### config.mk
export PLATFORM = sky130hd
export DESIGN_NAME = flash_burst_read_config
export DESIGN_NICKNAME = d
export VERILOG_FILES = /design/src/common/flash_burst_pkg.sv /design/src/rtl/burst_word_fifo.sv /design/src/rtl/flash_burst_read_config.sv
export SDC_FILE = /design/constraint.sdc
export NUM_CORES = 2
export LEC_CHECK = 0
export BUFFER_PORTS_ARGS = -buffer_cell sky130_fd_sc_hd__buf_4
export CELL_PAD_IN_SITES_DETAIL_PLACEMENT = 0
export CELL_PAD_IN_SITES_GLOBAL_PLACEMENT = 2
export CORE_UTILIZATION = 42
export DETAILED_ROUTE_END_ITERATION = 6
export PLACE_DENSITY_LB_ADDON = 0.25
export SLEW_MARGIN = 40
export SYNTH_ARGS = -nofsm -noshare
export SYNTH_HDL_FRONTEND = slang
export SYNTH_SLANG_ARGS = --single-unit
### constraint.sdc
create_clock -name CLK -period 6.22 [get_ports CLK]
set_input_delay 0.311 -clock CLK [delete_from_list [all_inputs] [get_ports CLK]]
set_output_delay 0.311 -clock CLK [all_outputs]
set_load 0.02 [all_outputs]
### src/common/flash_burst_pkg.sv
package flash_burst_pkg;
    // ==========================================================
    // widths
    localparam int CFG_W = 16;
    localparam int DQ_W = 32;
    localparam int ADDR_W = 20;
    localparam int FIFO_DEPTH = 16;
    // ==========================================================
    // burst read configuration register layout
    localparam logic [15:0] CFG_RESET = 16'h9cc3;
    localparam logic [15:0] CFG_RSVD_MASK = 16'h4038;
    localparam int RM_BIT = 15;
    localparam int LAT_LSB = 10;
    localparam int LAT_W = 4;
    localparam int HOLD_BIT = 9;
    localparam int IND_BIT = 8;
    localparam int ORDER_BIT = 7;
    localparam int EDGE_BIT = 6;
    localparam int BL_LSB = 0;
    localparam int BL_W = 3;
    // ==========================================================
    // codes and timing
    localparam logic [3:0] LAT_BASE = 4'h2;
    localparam logic [2:0] BL_8B = 3'h1;
    localparam logic [2:0] BL_16B = 3'h2;
    localparam logic [2:0] BL_32B = 3'h3;
    localparam logic [3:0] WORDS_8B = 4'h2;
    localparam logic [3:0] WORDS_16B = 4'h4;
    localparam logic [3:0] WORDS_32B = 4'h8;

    typedef enum logic [2:0] {
        ST_IDLE = 3'b001,
        ST_WAIT = 3'b010,
        ST_DATA = 3'b100
    } burst_state_e;
endpackage

### src/rtl/burst_word_fifo.sv
`timescale 1ns/1ps
module burst_word_fifo #(
    parameter int W = 32,
    parameter int DEPTH = 16
) (
    input wire logic clk,
    input wire logic rst_n,
    input wire logic flush,
    input wire logic in_valid,
    output logic in_ready,
    input wire logic [W-1:0] in_data,
    output logic out_valid,
    input wire logic out_ready,
    output logic [W-1:0] out_data
);
    localparam int AW = $clog2(DEPTH);

    typedef struct packed {
        logic [DEPTH-1:0][W-1:0] mem;
        logic [AW-1:0] wr;
        logic [AW-1:0] rd;
        logic [AW:0] cnt;
    } fifo_s;

    fifo_s s;
    fifo_s next_s;
    logic push;
    logic pop;

    assign in_ready = (s.cnt != (AW+1)'(DEPTH));
    assign out_valid = (s.cnt != '0);
    assign out_data = s.mem[s.rd];
    assign push = in_valid && in_ready;
    assign pop = out_valid && out_ready;

    always_comb begin
        next_s = s;
        if (flush) begin
            // flush beats a same-cycle push from an abandoned burst
            next_s.wr = '0;
            next_s.rd = '0;
            next_s.cnt = '0;
        end else begin
            if (push) begin
                next_s.mem[s.wr] = in_data;
                next_s.wr = s.wr + 1'b1;
            end
            if (pop) begin
                next_s.rd = s.rd + 1'b1;
            end
            next_s.cnt = s.cnt + (AW+1)'(push) - (AW+1)'(pop);
        end
    end

    always_ff @(posedge clk) begin
        if (!rst_n) begin
            s <= '0;
        end else begin
            s <= next_s;
        end
    end
endmodule

### src/rtl/flash_burst_read_config.sv
`timescale 1ns/1ps
// Notes on behaviour
// latency applies only to synchronous burst reads, never to asynchronous reads
// latency counted in clocks from the burst start edge to first data edge
// burst starts and address latched at first clock with strobe low
// latency code 0..7 gives 2..9 clocks; default code 0111
// data launched on rising clock edges; edge bit defaults to 1
// each burst word held exactly one clock; hold bit defaults to 0
// reset low aborts the burst and restores asynchronous mode
// register has no address; reached only by read and write commands
// configuration write during program or erase is discarded
// register readable at any time, even during program or erase
// register on lower 16 lanes; upper lanes read zero
// read command latches bank; that bank shows register, other bank array
// read mode bit 0 selects burst reads, 1 asynchronous (default)
// host writes zero to bits 14 and 5 to 3
// indicator timing bit selects last or second-to-last transfer
// burst order bit 1 means linear order, the default
// length codes 1,2,3 give 2,4,8 words; others disable bursts
// reset value holds async mode, latency 0111, linear, rising edge
// host picks latency code to suit its clock rate
// register reads are single-cycle and stay valid while output enabled
// indicator marks last transfer before wrap; further clocks wrap around
// chip enable high leaves the burst at once and floats the bus
// output enable high floats the bus, burst keeps advancing
// burst length resets to 011
module flash_burst_read_config
    import flash_burst_pkg::*;
(
    input wire logic CLK,
    input wire logic RST_N,
    input wire logic CE_N,
    input wire logic OE_N,
    input wire logic ADDR_VALID_STROBE_N,
    input wire logic [ADDR_W-1:0] ADDR,
    input wire logic BANK_SEL,
    input wire logic CFG_RD_CMD,
    input wire logic CFG_WR_CMD,
    input wire logic CFG_EXIT_CMD,
    input wire logic [CFG_W-1:0] CFG_WDATA,
    input wire logic ALGO_BUSY,
    output logic [ADDR_W-1:0] ARRAY_ADDR,
    input wire logic [DQ_W-1:0] ARRAY_RDATA,
    output logic [DQ_W-1:0] DATA_OUT,
    output logic DATA_OE,
    output logic BURST_END_INDICATOR_N,
    output logic BURST_END_INDICATOR_OE,
    output logic [CFG_W-1:0] CFG_VALUE
);
    // ==========================================================
    // state
    typedef struct packed {
        burst_state_e st;
        logic [CFG_W-1:0] cfg;
        logic reg_view;
        logic reg_bank;
        logic adv_prev;
        logic [LAT_W-1:0] lat;
        logic [ADDR_W-1:0] base;
        logic [2:0] fetch_k;
        logic [2:0] beat;
        logic [DQ_W-1:0] dq;
        logic dq_oe;
        logic ind_n;
        logic ind_oe;
    } state_s;

    state_s s;
    state_s next_s;

    // ==========================================================
    // helpers
    function automatic logic [3:0] burst_words(input logic [BL_W-1:0] bl);
        logic [3:0] n;
        n = 4'h0;
        unique case (bl)
            BL_8B: n = WORDS_8B;
            BL_16B: n = WORDS_16B;
            BL_32B: n = WORDS_32B;
            default: n = 4'h0;
        endcase
        return n;
    endfunction

    // linear order inside an aligned block of n words
    function automatic logic [ADDR_W-1:0] wrap_addr(
        input logic [ADDR_W-1:0] base,
        input logic [2:0] k,
        input logic [3:0] n
    );
        logic [2:0] m;
        logic [2:0] low;
        m = 3'(n - 4'h1);
        low = base[2:0] + k;
        return {base[ADDR_W-1:3], (base[2:0] & ~m) | (low & m)};
    endfunction

    function automatic logic [2:0] step(input logic [2:0] k, input logic [3:0] n);
        return (4'(k) == n - 4'h1) ? 3'h0 : 3'(k + 3'h1);
    endfunction

    // ==========================================================
    // decode
    logic [3:0] words;
    logic sync_mode;
    logic reg_hit;
    logic start;
    logic [2:0] last_idx;
    logic push_valid;
    logic push_ready;
    logic pop_ready;
    logic pop_valid;
    logic [DQ_W-1:0] pop_data;
    logic flush;
    logic fire;

    assign words = burst_words(s.cfg[BL_LSB +: BL_W]);
    assign sync_mode = !s.cfg[RM_BIT] && (words != 4'h0);
    assign reg_hit = s.reg_view && (BANK_SEL == s.reg_bank);
    // first rising clock seeing the strobe low; a strobe that rises first
    // has already been seen low at an edge in this synchronous model
    assign start = !ADDR_VALID_STROBE_N && s.adv_prev && !CE_N
        && sync_mode && !reg_hit;
    // indicator one beat early when timing bit is set
    assign last_idx = 3'(words - 4'h1) - 3'(s.cfg[IND_BIT]);
    assign flush = start || CE_N;
    assign push_valid = (s.st != ST_IDLE) && !CE_N;
    assign pop_ready = (s.st == ST_DATA) || ((s.st == ST_WAIT) && (s.lat == '0));
    assign fire = pop_ready && pop_valid && !flush;
    assign ARRAY_ADDR = (s.st != ST_IDLE) ? wrap_addr(s.base, s.fetch_k, words) : ADDR;

    assign DATA_OUT = s.dq;
    assign DATA_OE = s.dq_oe;
    assign BURST_END_INDICATOR_N = s.ind_n;
    assign BURST_END_INDICATOR_OE = s.ind_oe;
    assign CFG_VALUE = s.cfg;

    // ==========================================================
    // word buffer between array fetch and burst output
    burst_word_fifo #(
        .W(DQ_W),
        .DEPTH(FIFO_DEPTH)
    ) u_fifo (
        .clk(CLK),
        .rst_n(RST_N),
        .flush(flush),
        .in_valid(push_valid),
        .in_ready(push_ready),
        .in_data(ARRAY_RDATA),
        .out_valid(pop_valid),
        .out_ready(pop_ready),
        .out_data(pop_data)
    );

    // ==========================================================
    // next state
    always_comb begin
        next_s = s;
        next_s.adv_prev = ADDR_VALID_STROBE_N;

        // command port
        if (CFG_RD_CMD) begin
            next_s.reg_view = 1'b1;
            next_s.reg_bank = BANK_SEL;
        end else if (CFG_EXIT_CMD) begin
            next_s.reg_view = 1'b0;
        end
        if (CFG_WR_CMD && !ALGO_BUSY) begin
            // reserved bits kept at zero whatever the host sends
            next_s.cfg = CFG_WDATA & ~CFG_RSVD_MASK;
        end

        // array fetch runs ahead, stalled by a full buffer
        if (push_valid && push_ready) begin
            next_s.fetch_k = step(s.fetch_k, words);
        end

        unique case (s.st)
            ST_IDLE: begin
                // asynchronous path, no latency
                next_s.dq = reg_hit ? {16'h0000, s.cfg} : ARRAY_RDATA;
                next_s.dq_oe = !CE_N && !OE_N;
                next_s.ind_oe = 1'b0;
                next_s.ind_n = 1'b1;
            end
            ST_WAIT: begin
                if (s.lat != '0) begin
                    next_s.lat = s.lat - 1'b1;
                end else if (fire) begin
                    next_s.st = ST_DATA;
                end
                next_s.dq_oe = 1'b0;
                next_s.ind_oe = !CE_N && !OE_N;
                next_s.ind_n = 1'b1;
            end
            ST_DATA: begin
                next_s.dq_oe = !CE_N && !OE_N;
                next_s.ind_oe = !CE_N && !OE_N;
            end
            default: begin
                next_s.st = ST_IDLE;
            end
        endcase

        // each popped word stands on the bus for one clock only
        if (fire) begin
            next_s.dq = pop_data;
            next_s.beat = step(s.beat, words);
            next_s.ind_n = (s.beat != last_idx);
            next_s.dq_oe = !CE_N && !OE_N;
        end else if (s.st == ST_DATA) begin
            next_s.ind_n = 1'b1;
        end

        if (start) begin
            next_s.st = ST_WAIT;
            next_s.base = ADDR;
            next_s.fetch_k = 3'h0;
            next_s.beat = 3'h0;
            next_s.lat = s.cfg[LAT_LSB +: LAT_W] + LAT_BASE - 4'h2 + 4'h1;
            next_s.dq_oe = 1'b0;
            next_s.ind_n = 1'b1;
        end else if (CE_N) begin
            next_s.st = ST_IDLE;
            next_s.dq_oe = 1'b0;
            next_s.ind_oe = 1'b0;
            next_s.ind_n = 1'b1;
        end
    end

    // ==========================================================
    // registers
    always_ff @(posedge CLK) begin
        if (!RST_N) begin
            s <= '0;
            s.st <= ST_IDLE;
            s.cfg <= CFG_RESET;
            s.adv_prev <= 1'b1;
            s.ind_n <= 1'b1;
        end else begin
            s <= next_s;
        end
    end
endmodule

==> metrics.md <==
| Metric | Value |
|---|---|
| Outcome | `finished, final reports clean` |
| Hold Path Class | `in -> reg` |
| Clk_lat worst skew | `0.60 ns` |
| First-pass GRT wire length | `112000 microns` |
| Sum Neg Setup Slack | `0 ns` |
| Fmax | `274 MHz` |
| Final hold vios | `0` |
| Clock-pin transition on the worst setup and hold timing paths | `0.06 ns` |
| Routed wire length | `about 74000 microns` |
| Min-Delay Endpoint | `s[67]` |
| Initial drt markers | `1561` |
| Sequential share of power | `47.6%` |
| Post-DP HPWL | `around 42000 microns` |
| Clk sinks | `about 610` |
| FF-to-FF path depth | `9` |
| Largest net degree at the start of global routing | `approximately 150` |
| Final Setup Violations | `0` |
| Critical path cell sequence | `or3b_2, ha_1, ha_1, nor4_1, o211ai_1, buf_4, nand4_1, nand2_1, o2111a_1` |
| VDD IR max | `0.000172 V` |
| Die X | `248 microns` |
| Final core utilization | `49.1%` |
| Worst slew pin tran | `0.856 ns` |
| Port Buf Inserts | `140` |
| DRC Markers | `0` |
| Total number of vias | `20100` |
| Crit-path slowest cell | `nand4_1` |
| CTS tree | `done` |
| Most used cell along the critical path | `ha_1` |
| Post-DRT Antenna Nets | `0` |
| Dpl cell area | `26400 sq um` |
| Final Slew Violations | `0` |
| Max cap viols | `0` |
| Synth unique cells | `50` |
| Reg-to-reg endpoint | `DATA_OUT[12]` |
| Worst hold path cell count | `3` |
| Synthesized flop and latch total | `608` |
| Fin area | `between 20000 and 30000 sq um` |
| YS warnings | `0` |
| Total track usage | `about a quarter` |
| H-tree depth | `3` |
| Placed cells | `around 3300` |
| Power Density | `roughly 280 nW/um^2` |
| Ys flop type | `dfxtp_1` |
| Fin nets | `2774` |
| Maximum clock path buffer count | `3` |
| Setup CP Type | `reg -> reg` |
| Mean routed wirelength per cell | `about 21 microns` |
| CP required | `~6.7 ns` |
| Commonest non-fill, non-tap cell in the layout | `dfxtp_1` |
| Initial antenna violation count | `1` |
| Post-route insts no fill | `3501` |
| TritonCTS buffer count | `68` |
| I/O Pins | `between 100 and 150` |
| Via/cell ratio | `5.75` |
| Most frequent cells in the layout | `dfxtp_1 (606), nand3_1 (564), o21ai_0 (476)` |
| Clock Skews | `0.0206 ns` |
| DR pass1 iterations | `6` |
| Starting Density | `42.8%` |
| Hold Path Origin | `CFG_EXIT_CMD` |
| Leakage Power | `0.0102 uW` |
| Startpoint Class | `flop` |
| GPL Wtd Cong | `0.797` |
| Flop2flop setup slack | `2.57 ns` |
| Fin crit period | `between 3 and 4 ns` |
| Mean Syn Cell Area | `9.42 sq um` |
| Num rows | `89` |
| Reg2reg start | `CFG_VALUE[0]` |
| Die ar. | `slightly above 60000 sq um` |
| Die Ht | `248 microns` |
| Sequential area share after synthesis | `47.9%` |
| Period Utilization, post-route | `58.7%` |
| Area growth, synth to finish | `14.9%` |
| Hold slack | `between 0.03 and 0.04 ns` |
| Gr ovfl total | `0` |
| Number of synthesized flops with an enable pin | `0` |
| Vias in the first global route | `between 15000 and 20000` |
| CP max stage delay | `0.59 ns` |
| CP Data Arrival Time | `4.13 ns` |
| Core footprint | `approximately 59000 sq um` |
| Net Sw Power | `1880 uW` |
| Setup crit end kind | `flop` |
| Worst-path fanout max | `23` |
| Fill count | `approximately 5500` |
| Share of flip-flops with an asynchronous set or reset | `0%` |
| Sw Share | `between 20% and 30%` |
| Comb power frac | `under 10%` |
| RSZ-0062 raised after global routing | `no` |
| Clock share of power | `47.8%` |
| Cell count after synthesis | `2695` |
| Clock tree root driver cell | `clkbuf_16` |
| Share of cells above drive strength 1 | `16.2%` |
| Syn Std Cell Area | `25400 sq um` |
| Max_slew headroom | `42.9%` |
| Power Internal | `6400 uW` |
[area by class of cell]
type	instances	area (sq um)	area share, %
well taps	773	967	3.32
flip-flops and latches	608	12200	41.8
clock inverters	11	113	0.386
repair buffers	234	1970	6.77
clock buffers	111	2100	7.19
multi-input cells	1743	11800	40.3
inverters	20	75.1	0.257
diodes	1	2.50	0.00858
[critical path, delay by kind of cell (launching register included)]
family	cells	cell delay [ns]
compound gates	2	0.52
fa+ha+maj	2	0.43
buf+inv	1	0.32
flops	1	0.41
simple gates	4	1.85
[Yosys cell counts (6+ instances only)]
| master | count | area [sq um] |
|---|---|---|
| nand3_1 | 564 | 2820 |
| o21ai_0 | 476 | 2380 |
| nand2_1 | 214 | 803 |
| a21oi_1 | 11 | 55.1 |
| xor2_1 | 12 | 105 |
| mux2i_1 | 14 | 140 |
| a31oi_1 | 6 | 37.5 |
| buf_1 | 56 | 210 |
| nand4_2 | 7 | 87.6 |
| ha_1 | 19 | 238 |
| buf_4 | 51 | 383 |
| o221ai_1 | 6 | 52.6 |
| a21boi_0 | 25 | 188 |
| a22o_1 | 12 | 105 |
| nor2b_1 | 6 | 37.5 |
| mux4_2 | 128 | 2880 |
| o2111a_1 | 6 | 67.6 |
| buf_2 | 58 | 290 |
| xnor2_1 | 14 | 123 |
| dfxtp_1 | 608 | 12200 |
| nand4_1 | 26 | 163 |
| nand4_4 | 9 | 191 |
| nor2_1 | 36 | 135 |
| a22oi_1 | 52 | 390 |
| inv_1 | 20 | 75.1 |
| o21ai_1 | 51 | 255 |
| clkbuf_1 | 161 | 604 |
[registers in the layout (all words and copies together) (netlist names)]
| register | flops |
|---|---|
| BURST_END_INDICATOR_N | 1 |
| BURST_END_INDICATOR_OE | 1 |
| CFG_VALUE | 12 |
| DATA_OE | 1 |
| DATA_OUT | 32 |
| s | 36 |
| u_fifo.s | 525 |
[timing repair]
item	4_1_cts	5_1_grt
resized for setup	0	0
setup buffers	0	0
hold buffers	52	0
endpoints found under the hold margin	52	0
[power groups by stage]
stage,Combinational (uW),Clock [uW],Sequential [uW]
4_1_cts,383,4050,3940
2_1_floorplan,235,0,4020
3_3_place_gp,351,0,4030
6_report,384,3960,3940
3_5_place_dp,355,0,4030
5_1_grt,418,4210,3940
[stage by stage]
stage	power, uW	setup slack [ns]
5_1_grt	8570	2.36
4_1_cts	8380	2.53
3_3_place_gp	4380	2.59
2_1_floorplan	4250	3.37
6_report	8290	2.57
3_5_place_dp	4380	2.52
[per-layer routing]
| metal | part of all wire (%) | track usage (%) |
|---|---|---|
| met1 | 46 | 33.8 |
| met2 | 45 | 37.4 |
| met3 | 6.6 | 4.22 |
| met4 | 1.8 | 6.91 |
| met5 | 0 | 0 |
[worst max path at each step]
stage / start / endpoint / slack (ns) / cells after the start
2_1_floorplan: s[61] / u_fifo.s[4] / 3.37 / 16
3_3_place_gp: CFG_VALUE[0] / DATA_OUT[2] / 2.59 / 9
3_5_place_dp: CFG_VALUE[0] / DATA_OUT[1] / 2.52 / 9
4_1_cts: CFG_VALUE[0] / DATA_OUT[12] / 2.53 / 9
5_1_grt: CFG_VALUE[0] / DATA_OUT[1] / 2.36 / 9
6_report: CFG_VALUE[0] / DATA_OUT[12] / 2.57 / 9
[kinds of logic (layout without fill, tap and decap cells)]
group / count (synthesis) / after routing / synth area share, %
and+or+nand+nor: 893 / 893 / 17.6
xor gates and xnor gates: 26 / 26 / 0.897
adders and majority gates: 21 / 21 / 1.09
other: 1 / 5 / 0.0148
DFF: 608 / 608 / 47.9
AOI/OAI and AO/OA: 657 / 657 / 14.4
muxes: 142 / 142 / 11.9
buffers and inverters: 347 / 376 / 6.20
Note: power is estimated with default switching activity, not from simulation.
